## config.mk

```make
export PLATFORM = sky130hd
export DESIGN_NAME = tracking_position_counter_outputs
export DESIGN_NICKNAME = d
export VERILOG_FILES = /design/src/hw/tracker_pkg.sv /design/src/hw/data_pin_driver.sv /design/src/hw/pulse_timer.sv /design/src/hw/tracking_position_counter_outputs.sv
export VERILOG_INCLUDE_DIRS = /design/src /design/src/hw
export SDC_FILE = /design/constraint.sdc
export NUM_CORES = 1
export LEC_CHECK = 0
export BUFFER_PORTS_ARGS = -buffer_cell sky130_fd_sc_hd__buf_2
export CORE_MARGIN = 2
export CORE_UTILIZATION = 56
export DETAILED_ROUTE_END_ITERATION = 8
export GPL_TIMING_DRIVEN = 1
export PLACE_DENSITY_LB_ADDON = 0.25
export RECOVER_POWER = 50
export SLEW_MARGIN = 20
export SYNTH_ARGS = -nofsm -noshare
export SYNTH_HDL_FRONTEND = slang
export SYNTH_SLANG_ARGS = --single-unit
```

## constraint.sdc

```tcl
create_clock -name pclk -period 2.8 [get_ports pclk]
set_input_delay 0 -clock pclk [delete_from_list [all_inputs] [get_ports pclk]]
set_output_delay 0 -clock pclk [all_outputs]
set_load 0.02 [all_outputs]
```

## src/hw/tracker_defs.svh

```systemverilog
// register offsets, field positions, reset values and timing for the position tracker
`ifndef TRACKER_DEFS_SVH
`define TRACKER_DEFS_SVH

`define TRK_ADDR_W          8
`define TRK_OFF_CTRL        8'h00
`define TRK_OFF_STATUS      8'h04
`define TRK_OFF_POSITION    8'h08
`define TRK_OFF_INT_STAT    8'h0c
`define TRK_OFF_INT_MASK    8'h10
`define TRK_OFF_COUNT       8'h14

`define TRK_CTRL_SEL_A      0
`define TRK_CTRL_SEL_B      1
`define TRK_CTRL_HOLD       2
`define TRK_CTRL_OE_N       3
`define TRK_CTRL_BYTE_SEL   4
`define TRK_CTRL_W          5
`define TRK_CTRL_RESET      5'h08

`define TRK_ST_BUSY         0
`define TRK_ST_CARRY        1
`define TRK_ST_DIR          2
`define TRK_ST_LATCH_VALID  3
`define TRK_ST_RES_LO       4

`define TRK_INT_STEP        0
`define TRK_INT_CARRY       1
`define TRK_INT_DIR         2
`define TRK_INT_VALID       3
`define TRK_INT_W           4

`define TRK_POS_W           16
`define TRK_CLK_NS          20
`define TRK_BUSY_MIN_NS     150
`define TRK_CARRY_MIN_NS    300
`define TRK_VALID_MAX_NS    490
`define TRK_BUSY_CYC        ((`TRK_BUSY_MIN_NS + `TRK_CLK_NS - 1) / `TRK_CLK_NS)
`define TRK_CARRY_CYC       ((`TRK_CARRY_MIN_NS + `TRK_CLK_NS - 1) / `TRK_CLK_NS)
`define TRK_VALID_CYC       (`TRK_VALID_MAX_NS / `TRK_CLK_NS)
`define TRK_RES_MAP         8'he4
`define TRK_DIR_STABLE      2'h2

`endif

```

## src/hw/tracker_pkg.sv

```systemverilog
// types shared by the position tracker files
package tracker_pkg;
   typedef enum logic [1:0] {RES_10, RES_12, RES_14, RES_16} res_e;
   typedef logic [15:0] pos_t;
endpackage

```

## src/hw/data_pin_driver.sv

```systemverilog
// registered byte steering and enable for the parallel data pins
`timescale 1ns/10ps
module data_pin_driver (
   // clock and reset
   input  wire logic        pclk,
   input  wire logic        presetn,
   // latched word and controls
   input  wire logic [15:0] latch_word,
   input  wire logic        oe_n,
   input  wire logic        byte_sel,
   // pins, bit 15 is data_pin_first, bit 0 is data_pin_last
   output logic      [15:0] pins_out_q,
   output logic             pins_oe_q
);
   logic [15:0] pins_out_d;
   logic        pins_oe_d;

   always_comb begin
      // (RULE13) low byte always on upper pins
      pins_out_d[7:0]  = latch_word[7:0];
      // (RULE13) byte select steers lower pins
      pins_out_d[15:8] = byte_sel ? latch_word[15:8] : latch_word[7:0];
      // (RULE12) enable low drives pins
      pins_oe_d        = ~oe_n;
   end

   always_ff @(posedge pclk or negedge presetn) begin
      if (!presetn) begin
         pins_out_q <= 16'h0000;
         pins_oe_q  <= 1'b0;
      end else begin
         pins_out_q <= pins_out_d;
         pins_oe_q  <= pins_oe_d;
      end
   end
endmodule

```

## src/hw/pulse_timer.sv

```systemverilog
// retriggerable pulse of a fixed length with an end-of-pulse strobe
`timescale 1ns/10ps
module pulse_timer #(
   parameter int CYCLES = 8
) (
   // clock and reset
   input  wire logic pclk,
   input  wire logic presetn,
   // control
   input  wire logic start,
   // status
   output logic      active_q,
   output logic      done_q
);
   localparam int CW = $clog2(CYCLES + 1);
   localparam logic [CW-1:0] LOAD = CW'(CYCLES);

   logic [CW-1:0] cnt_q;
   logic [CW-1:0] cnt_d;
   logic          active_d;
   logic          done_d;

   always_comb begin
      cnt_d    = cnt_q;
      active_d = active_q;
      done_d   = 1'b0;
      // a new start restarts the full length
      if (start) begin
         cnt_d    = LOAD;
         active_d = 1'b1;
      end else if (cnt_q != '0) begin
         cnt_d = cnt_q - 1'b1;
         if (cnt_q == CW'(1)) begin
            active_d = 1'b0;
            done_d   = 1'b1;
         end
      end
   end

   always_ff @(posedge pclk or negedge presetn) begin
      if (!presetn) begin
         cnt_q    <= '0;
         active_q <= 1'b0;
         done_q   <= 1'b0;
      end else begin
         cnt_q    <= cnt_d;
         active_q <= active_d;
         done_q   <= done_d;
      end
   end
endmodule

```

## src/hw/tracking_position_counter_outputs.sv

```systemverilog
// tracking position counter with busy, carry, direction, output latch and apb registers
// Overview of operation
// (RULE1) two select inputs choose 10, 12, 14 or 16 bit output width
// (RULE2) count follows the input by one lsb steps, no convert command
// (RULE3) every single lsb count step emits one busy pulse; a step while busy is high restarts that pulse instead
// (RULE4) position is an unsigned natural binary word at the selected width
// (RULE5) carry pulse starts when count wraps all ones to zeros or back
// (RULE6) direction output settles before any carry pulse begins
// (RULE7) direction is latched and flips only on a step the other way
// (RULE8) carry and direction keep working while the hold input is set
// (RULE9) reader should change resolution during motion only while busy is low
// (RULE10) hold blocks only counter to latch transfer; release sends refresh busy
// (RULE11) latched data valid 490 ns after hold, reader then releases hold
// (RULE12) data pins float while enable is high, drive latch when low
// (RULE13) upper pins carry low byte; lower pins high byte when byte select high
// (RULE14) select level to resolution mapping is a parameter
`timescale 1ns/10ps
`include "tracker_defs.svh"
module tracking_position_counter_outputs #(
   parameter logic [7:0] RES_MAP = `TRK_RES_MAP
) (
   // clock and reset
   input  wire logic        pclk,
   input  wire logic        presetn,
   // apb slave
   input  wire logic        psel,
   input  wire logic        penable,
   input  wire logic        pwrite,
   input  wire logic [7:0]  paddr,
   input  wire logic [31:0] pwdata,
   output logic      [31:0] prdata,
   output logic             pready,
   output logic             pslverr,
   // one lsb step requests from the tracking loop
   input  wire logic        step_up,
   input  wire logic        step_down,
   // status pins
   output logic             busy,
   output logic             revolution_carry_pulse,
   output logic             direction,
   output logic             irq,
   // parallel data pins
   output logic      [15:0] data_pins_out,
   output logic             data_pins_oe
);
   // (RULE14) resolution index from the mapping parameter
   function automatic tracker_pkg::res_e res_of(input logic [1:0] sel);
      res_of = tracker_pkg::res_e'(RES_MAP[{sel, 1'b0} +: 2]);
   endfunction

   // (RULE1) width mask per resolution
   function automatic tracker_pkg::pos_t mask_of(input tracker_pkg::res_e r);
      case (r)
         tracker_pkg::RES_10: mask_of = 16'h03ff;
         tracker_pkg::RES_12: mask_of = 16'h0fff;
         tracker_pkg::RES_14: mask_of = 16'h3fff;
         default:             mask_of = 16'hffff;
      endcase
   endfunction

   // registers
   logic [`TRK_CTRL_W-1:0] ctrl_q, ctrl_d;
   logic [`TRK_INT_W-1:0]  int_stat_q, int_stat_d;
   logic [`TRK_INT_W-1:0]  int_mask_q, int_mask_d;
   logic [31:0]            prdata_d;
   logic                   pready_d, pslverr_d, irq_d;
   // tracking state
   tracker_pkg::pos_t      count_q, count_d;
   tracker_pkg::pos_t      latch_q, latch_d;
   logic                   dir_q, dir_d;
   logic                   step_q, step_d;
   logic                   wrap_q, wrap_d;
   logic                   carry_q, carry_d;
   logic                   prev_dir_q, prev_dir_d;
   logic [1:0]             stable_q, stable_d;
   logic                   hold_q, hold_d;
   logic                   valid_q, valid_d;

   // decoded controls
   tracker_pkg::res_e      res;
   tracker_pkg::pos_t      mask;
   logic                   hold, step_req, going_up, wr_en, rd_setup;
   logic                   busy_start, busy_done, carry_held, valid_done;

   assign res      = res_of({ctrl_q[`TRK_CTRL_SEL_B], ctrl_q[`TRK_CTRL_SEL_A]});
   assign mask     = mask_of(res);
   assign hold     = ctrl_q[`TRK_CTRL_HOLD];
   assign step_req = step_up ^ step_down;
   assign going_up = step_up;
   assign wr_en    = psel & penable & pwrite & pready;
   assign rd_setup = psel & ~penable;

   // busy pulse: count steps and hold release both start one
   pulse_timer #(.CYCLES(`TRK_BUSY_CYC)) u_busy (
      .pclk     (pclk),
      .presetn  (presetn),
      .start    (busy_start),
      .active_q (busy),
      .done_q   (busy_done)
   );

   // minimum carry width
   pulse_timer #(.CYCLES(`TRK_CARRY_CYC)) u_carry (
      .pclk     (pclk),
      .presetn  (presetn),
      .start    (wrap_q),
      .active_q (carry_held),
      .done_q   ()
   );

   // time from hold assertion to guaranteed valid latch
   pulse_timer #(.CYCLES(`TRK_VALID_CYC)) u_valid (
      .pclk     (pclk),
      .presetn  (presetn),
      .start    (hold & ~hold_q),
      .active_q (),
      .done_q   (valid_done)
   );

   // (RULE3) each step starts or restarts busy, (RULE10) plus one on hold release
   assign busy_start = step_q | (hold_q & ~hold);

   always_comb begin
      count_d    = count_q & mask;
      dir_d      = dir_q;
      step_d     = 1'b0;
      wrap_d     = 1'b0;
      // (RULE2) each lsb step of the input moves the count, no command
      if (step_req) begin
         step_d = 1'b1;
         // (RULE7) direction only flips on an actual opposite step
         dir_d  = going_up;
         if (going_up) begin
            // (RULE4) natural binary, wraps at selected width
            count_d = (count_q + 16'h0001) & mask;
            // (RULE5) wrap all ones to all zeros
            wrap_d  = (count_q & mask) == mask;
         end else begin
            count_d = (count_q - 16'h0001) & mask;
            // (RULE5) wrap all zeros to all ones
            wrap_d  = (count_q & mask) == 16'h0000;
         end
      end
   end

   always_ff @(posedge pclk or negedge presetn) begin
      if (!presetn) begin
         count_q <= 16'h0000;
         dir_q   <= 1'b1;
         step_q  <= 1'b0;
         wrap_q  <= 1'b0;
      end else begin
         count_q <= count_d;
         dir_q   <= dir_d;
         step_q  <= step_d;
         wrap_q  <= wrap_d;
      end
   end

   // carry follows direction by one cycle and clears at the first step after its minimum width that agrees in direction with the two steps before it
   always_comb begin
      carry_d    = carry_q;
      prev_dir_d = prev_dir_q;
      stable_d   = stable_q;
      if (step_q) begin
         prev_dir_d = dir_q;
         if (dir_q != prev_dir_q) begin
            stable_d = 2'h0;
         end else if (stable_q != `TRK_DIR_STABLE) begin
            stable_d = stable_q + 2'h1;
         end
         // a direction reversal keeps the carry high until steps agree twice
         if (!carry_held && dir_q == prev_dir_q && stable_q != 2'h0) begin
            carry_d = 1'b0;
         end
      end
      // (RULE6) carry set one cycle after direction has settled
      // (RULE8) carry ignores hold
      if (wrap_q) begin
         carry_d = 1'b1;
      end
   end

   always_ff @(posedge pclk or negedge presetn) begin
      if (!presetn) begin
         carry_q    <= 1'b0;
         prev_dir_q <= 1'b1;
         stable_q   <= 2'h0;
      end else begin
         carry_q    <= carry_d;
         prev_dir_q <= prev_dir_d;
         stable_q   <= stable_d;
      end
   end

   // output latch
   always_comb begin
      latch_d = latch_q;
      hold_d  = hold;
      valid_d = valid_q;
      // (RULE10) hold blocks only the counter to latch transfer
      if (busy_done && !hold) begin
         latch_d = count_q & mask;
      end
      // (RULE11) valid flag after the hold settle time
      if (!hold) begin
         valid_d = 1'b0;
      end else if (valid_done) begin
         valid_d = 1'b1;
      end
   end

   always_ff @(posedge pclk or negedge presetn) begin
      if (!presetn) begin
         latch_q <= 16'h0000;
         hold_q  <= 1'b0;
         valid_q <= 1'b0;
      end else begin
         latch_q <= latch_d;
         hold_q  <= hold_d;
         valid_q <= valid_d;
      end
   end

   // pins are registered again so they change a cycle after the latch
   data_pin_driver u_pins (
      .pclk       (pclk),
      .presetn    (presetn),
      .latch_word (latch_q),
      .oe_n       (ctrl_q[`TRK_CTRL_OE_N]),
      .byte_sel   (ctrl_q[`TRK_CTRL_BYTE_SEL]),
      .pins_out_q (data_pins_out),
      .pins_oe_q  (data_pins_oe)
   );

   // apb registers, interrupt status and mask
   always_comb begin
      logic [`TRK_INT_W-1:0] ev;
      logic [`TRK_INT_W-1:0] clr;
      ev                  = '0;
      clr                 = '0;
      ev[`TRK_INT_STEP]   = step_q;
      ev[`TRK_INT_CARRY]  = wrap_q;
      ev[`TRK_INT_DIR]    = step_q & (dir_q != prev_dir_q);
      ev[`TRK_INT_VALID]  = valid_done & hold;
      ctrl_d              = ctrl_q;
      int_mask_d          = int_mask_q;
      prdata_d            = 32'h0000_0000;
      pslverr_d           = 1'b0;
      pready_d            = rd_setup;
      if (wr_en) begin
         if (paddr == `TRK_OFF_CTRL) begin
            ctrl_d = pwdata[`TRK_CTRL_W-1:0];
         end else if (paddr == `TRK_OFF_INT_STAT) begin
            clr = pwdata[`TRK_INT_W-1:0];
         end else if (paddr == `TRK_OFF_INT_MASK) begin
            int_mask_d = pwdata[`TRK_INT_W-1:0];
         end
      end
      // set wins over a simultaneous write-one clear
      int_stat_d = (int_stat_q & ~clr) | ev;
      if (rd_setup) begin
         if (paddr == `TRK_OFF_CTRL) begin
            prdata_d[`TRK_CTRL_W-1:0] = ctrl_q;
         end else if (paddr == `TRK_OFF_STATUS) begin
            prdata_d[`TRK_ST_BUSY]        = busy;
            prdata_d[`TRK_ST_CARRY]       = carry_q;
            prdata_d[`TRK_ST_DIR]         = dir_q;
            prdata_d[`TRK_ST_LATCH_VALID] = valid_q;
            prdata_d[`TRK_ST_RES_LO +: 2] = res;
         end else if (paddr == `TRK_OFF_POSITION) begin
            prdata_d[15:0] = latch_q;
         end else if (paddr == `TRK_OFF_INT_STAT) begin
            prdata_d[`TRK_INT_W-1:0] = int_stat_q;
         end else if (paddr == `TRK_OFF_INT_MASK) begin
            prdata_d[`TRK_INT_W-1:0] = int_mask_q;
         end else if (paddr == `TRK_OFF_COUNT) begin
            prdata_d[15:0] = count_q & mask;
         end else begin
            pslverr_d = 1'b1;
         end
      end
      irq_d = |(int_stat_d & int_mask_d);
   end

   always_ff @(posedge pclk or negedge presetn) begin
      if (!presetn) begin
         ctrl_q     <= `TRK_CTRL_RESET;
         int_stat_q <= '0;
         int_mask_q <= '0;
         prdata     <= 32'h0000_0000;
         pready     <= 1'b0;
         pslverr    <= 1'b0;
         irq        <= 1'b0;
      end else begin
         ctrl_q     <= ctrl_d;
         int_stat_q <= int_stat_d;
         int_mask_q <= int_mask_d;
         prdata     <= prdata_d;
         pready     <= pready_d;
         pslverr    <= pslverr_d;
         irq        <= irq_d;
      end
   end

   assign revolution_carry_pulse = carry_q;
   assign direction              = dir_q;
endmodule

```

# --- Word-level counts from Yosys, hierarchy flattened ---
# Cells that the tools add are included.
op_classes:
  eq_ne: 15
  bitwise_logic: 21
  shift: 1
  addsub: 6
  muxes: 57
  n_reduce_logical: 26
op_table:
  columns: ["op", "n"]
  rows:
  - ["16-bit two-way mux", 5]
  - ["4-bit two-way mux", 13]
  - ["16-bit AND", 3]
  - ["16-bit case mux with 3 select lines", 1]
  - ["1-bit two-way mux", 27]
  - ["12-bit two-way mux", 2]
  - ["2-bit nonzero test", 9]
  - ["16-bit by 1-bit adder with 16-bit output (second input constant)", 1]
  - ["16-bit == test", 1]
  - ["8-bit by 4-bit == test with 1-bit output (second input constant)", 2]
  - ["8-bit by 5-bit == test with 1-bit output (second input constant)", 2]
  - ["16-bit zero test", 1]
  - ["16-bit by 1-bit subtractor with 16-bit output (second input constant)", 1]
  - ["5-bit two-way mux", 3]
  - ["11-bit two-way mux", 1]
  - ["10-bit two-way mux", 1]
  - ["2-bit AND reduction", 5]
  - ["1-bit AND", 8]
  - ["4-bit AND", 2]
  - ["4-bit by 1-bit == test with 1-bit output (second input constant)", 2]
  - ["8-bit by 3-bit == test with 1-bit output (second input constant)", 1]
  - ["8-bit zero test", 1]
  - ["8-bit two-way mux", 1]
  - ["4-bit nonzero test", 2]
  - ["23 further kinds", 31]
word_totals:
  word_cells: 152
  regBits: 107
  input_bits: 47
  out_inout_bits: 55

# --- Logic depth before layout (Yosys ltp) ---
depth:
  depth_word: 11
  mapped_depth: 8

# --- Modules after synthesis ---
# From an unflattened synthesis, not the netlist that was laid out.
unflattened:
  cells_unflattened: 530
  area_unflattened_um2: 5526.6
by_module_without_submodules:
  columns: ["module", "instances", "cells_each", "area_per_inst_um2"]
  rows:
  - ["tracking_position_counter_outputs", 1, 419, 4027.6]
  - ["data_pin_driver", 1, 27, 560.5]
  - ["pulse_timer (u_valid)", 1, 30, 332.8]
  - ["pulse_timer (u_carry)", 1, 27, 304.0]
  - ["pulse_timer (u_busy)", 1, 27, 301.5]

# --- Worst setup path before layout ---
# No wires, ideal clock.
synth_path:
  path_type: "reg-to-reg"
  startpoint: "register count_q[0]"
  endpoint: "register count_q[14]"
  stages_incl_launch_ff: 8
  slack_ns: 0.778
  required_ns: 2.668
  t_arrival_ns: 1.890
  period_less_slack_ns: 2.022
  cell_sequence: "dfrtp_1 -> fa_1 -> a21oi_1 -> o21ai_0 -> a31o_2 -> o31ai_1 -> xor2_1 -> o22ai_1"
synth_via:
  elab_chain_len: 4
  elab_cells_between_ends: 6
  cone_classes: "add/sub (2); mux (2); bitwise (2)"
synth_lines:
  columns: ["item", "line_no", "text"]
  rows:
  - ["start: declaration", "tracking_position_counter_outputs.sv:68", "tracker_pkg::pos_t count_q, count_d;"]
  - ["start signal: assignment", "tracking_position_counter_outputs.sv:153", "count_q <= count_d;"]
  - ["16-bit by 1-bit subtractor with 16-bit output or 16-bit by 1-bit adder with 16-bit output (tied branches)", "tracking_position_counter_outputs.sv:139, tracking_position_counter_outputs.sv:135", null]
  - ["16-bit AND, on equally long branches", "tracking_position_counter_outputs.sv:139, tracking_position_counter_outputs.sv:135", null]
  - ["16-bit two-way mux *", "tracking_position_counter_outputs.sv:133", "if (going_up) begin"]
  - ["16-bit two-way mux *", "tracking_position_counter_outputs.sv:129", "if (step_req) begin"]
  - ["net count_d[14]", "tracking_position_counter_outputs.sv:68", null]
# The timed path passes the listed nets; every way through them passes the cells marked *.
# A chain may end at the register's enable or synchronous reset.

# --- Worst setup path after layout ---
layout_path:
  startpoint: "register count_q[4]"
  endpoint: "register count_q[15]"
# The elaborated chain is that of the path after synthesis.

==> qor.yml <==
setup_path:
  critPathTopFamily: "compound AO/OA/AOI/OAI gates"
  slowest_delay_ps: 490
  path_cells: "ha_1 > nand2_1 > o31ai_1 > o2bb2ai_1 > a21oi_1 > mux2i_1 > mux2i_1"
  r2r_cells: 7
  crit_type: "reg -> reg"
  worst_path_max_delay_cell: "o31ai_1"
  critPathLaunchType: "flop"
  crit_buf_inv: 0
  cp_max_fo: 6
  cp.arrival_ps: 2650
  cp-end-kind: "flop"
  path_common_cell: "mux2i_1"
  required_ps: 3090
  path_depth: 7
route:
  drc: 0
  vias: 4049
  wl_per_cell_um: 15.8
  post_drt_via_cell_ratio: 5.61
  firstDrtPassIters: 4
  routed_wl_um: 11400
  postRouteAntennaNets: 0
  drtIter0Drc: 260
sta:
  finClkSkew_ps: 12.7
  rsz0062_at_grt: "no"
  period_minus_slack_ps: 2360
  finalSetupViolCount: 0
  min_period_over_period_pct: 84.3
  holdWs_ps: 36.3
  fmax_mhz: 424
  hold_viol: 0
  slew_headroom_pct: 8.06
  slew_violations: 0
  worst_pin_slew_ps: 1380
  setup_tns_ps: 0
finish:
  diodes: 0
  layout.nets: 661
  multi_input_area_mm2: 0.00245
  fill_cells: 776
  drive_gt1_share_pct: 12.8
  final_cell_mix: "104 x dfrtp_1, 61 x nand2_1, 49 x nor2_1, 41 x clkbuf_1, 31 x a21oi_1"
  final_common_cell: "dfrtp_1"
  regArea_mm2: 0.00268
  areaGrowthSynthToFinish_pct: 11.3
logic_synthesis:
  syn-instance-count: 517
  synth-seq-area-share_pct: 50.2
  netlist_area_mm2: 0.00534
  synth-edff-count: 0
  syn_avg_cell_area_um2: 10.3
  ys_seq_elements: 107
  async_flop_share_pct: 100
  synth_flop_cell: "dfrtp_1"
  yosysWarnings: 0
  synthDistinctLibCells: 62
floorplan:
  dieArea_mm2: 0.0103
  row_count: 35
  die_x_um: 102
  core_mm2: 0.00924
  ioPinCount: 102
  die_h_um: 102
  initial_core_util_pct: 57.8
hold_path:
  hold_depth: 3
  hp-class: "in -> reg"
pwr:
  leakage_nw: 2.84
  powerDensity_mw_per_mm2: 793
  vdd_drop_max_mv: 0.402
clock_network:
  clkTransAtPathRegs_ps: 100
  worstSkewPairLatency_ps: 370
  clk_path_buf_depth: 2
  cts.sinks: 107
  htreeDepth: 3
  cts_tree: "yes"
  cts_made_buffers: 9
  clock-root-buffer: "clkbuf_8"
placement:
  io_buffers: 58
  dpl.hpwl_um: 8280
  routabilityCongestion: 0.905
job:
  max_cap_violations: 0
global_route:
  overflow: 0
  grt_pass1_vias: 3795
  grt_pass1_wl_um: 18500
  antenna_found_initial: 0
  grt.total_usage_pct: 23.2
  grt_start_max_net_pins: 59
run_status:
  outcome: "finished clean"
[stage by stage]
stage	total power, mW	instance area (µm²)	setup WS [ps]	std cells	util, %
floorplan	3.40	5400	778	532	-
global placement	3.74	5730	464	697	62.0
detailed placement	3.84	5730	392	697	62.0
CTS	4.73	6000	457	722	64.9
global route	5.06	5940	249	722	64.3
finish	4.71	5940	440	722	64.3
[report_power, final]
part           internal [mW]  switching (mW)
Sequential              1.81           0.354
Clock                  0.337           0.536
Combinational          0.752           0.921
Total                   2.90            1.81
[final cells by class]
class | count | area share [%]
Clock buffer | 10 | 2.15
Clock inverter | 6 | 0.863
Inverter | 24 | 1.52
Multi-Input combinational cell | 372 | 41.3
Sequential cell | 107 | 45.1
Tap cell | 129 | 2.72
Timing Repair Buffer | 74 | 6.36
[logic make-up after synthesis]
group / share of synthesized area, %
mux: 7.94
buf+inv: 4.87
flops: 50.2
simple gates: 14.1
fa+ha+maj: 6.23
other cells: 0.0702
xor+xnor: 2.79
compound gates: 13.8
[per-layer routing]
| layer | global-route usage, % | vias up | share of wire, % |
|---|---|---|---|
| met2 | 36.9 | 132 | 46 |
| met1 | 32.5 | 1959 | 47 |
| met4 | 7.80 | 0 | 1.6 |
| met5 | 0 | - | 0 |
| met3 | 3.93 | 14 | 5.5 |
| li1 | - | 1944 | - |
[repair_timing]
| action | 4_1_cts | 5_1_grt |
|---|---|---|
| setup buffers | 0 | 0 |
| hold buffers | 9 | 0 |
| gates resized for setup | 0 | 0 |
| endpoints found under the hold margin | 67 | 0 |
[sequential cells by signal, summed over array words and instances (netlist names), 2 cells and up]
name               flops
u_carry.cnt_q          4
stable_q               2
count_q               16
u_valid.cnt_q          5
prdata                16
latch_q               16
u_busy.cnt_q           4
u_pins.pins_out_q     16
ctrl_q                 5
int_stat_q             4
int_mask_q             4
[worst min-delay path, cell delays in order]
cell    delay [ps]
buf_2          130
nor4_1          60
o21a_1         180
[Yosys cell counts (3+ instances only)]
master,n,share of area (%)
nor2_1,49,3.4
a211oi_1,3,0.42
inv_1,23,1.6
mux2_2,26,5.5
nand2_1,61,4.3
xnor2_1,9,1.5
nor2b_1,3,0.35
o22ai_1,7,0.82
nand3_1,7,0.66
xor2_1,8,1.3
a32oi_1,7,1.1
a21o_1,4,0.56
dfrtp_1,104,49
ha_1,25,5.9
a21oi_1,31,2.9
mux2i_1,9,1.7
nor3_1,7,0.66
or3_1,4,0.47
buf_4,16,2.2
nor4_1,5,0.59
nand2b_1,5,0.59
buf_1,3,0.21
clkbuf_1,9,0.63
nand4_1,4,0.47
o31ai_1,4,0.56
dfstp_2,3,1.5
o21ai_0,30,2.8
a22oi_1,5,0.70
[path summary, 6_finish.rpt]
path                       startpoint              endpoint  slack, ps
max                        count_q[4]           count_q[15]        440
min                           step_up                wrap_q         40
max reg2reg                count_q[4]           count_q[15]        440
min reg2reg                latch_q[6]  u_pins.pins_out_q[6]        420
max in group asynchronous     presetn            count_q[8]        740
min in group asynchronous     presetn             prdata[7]        470
No activity file was read; power rests on OpenSTA's default activity.
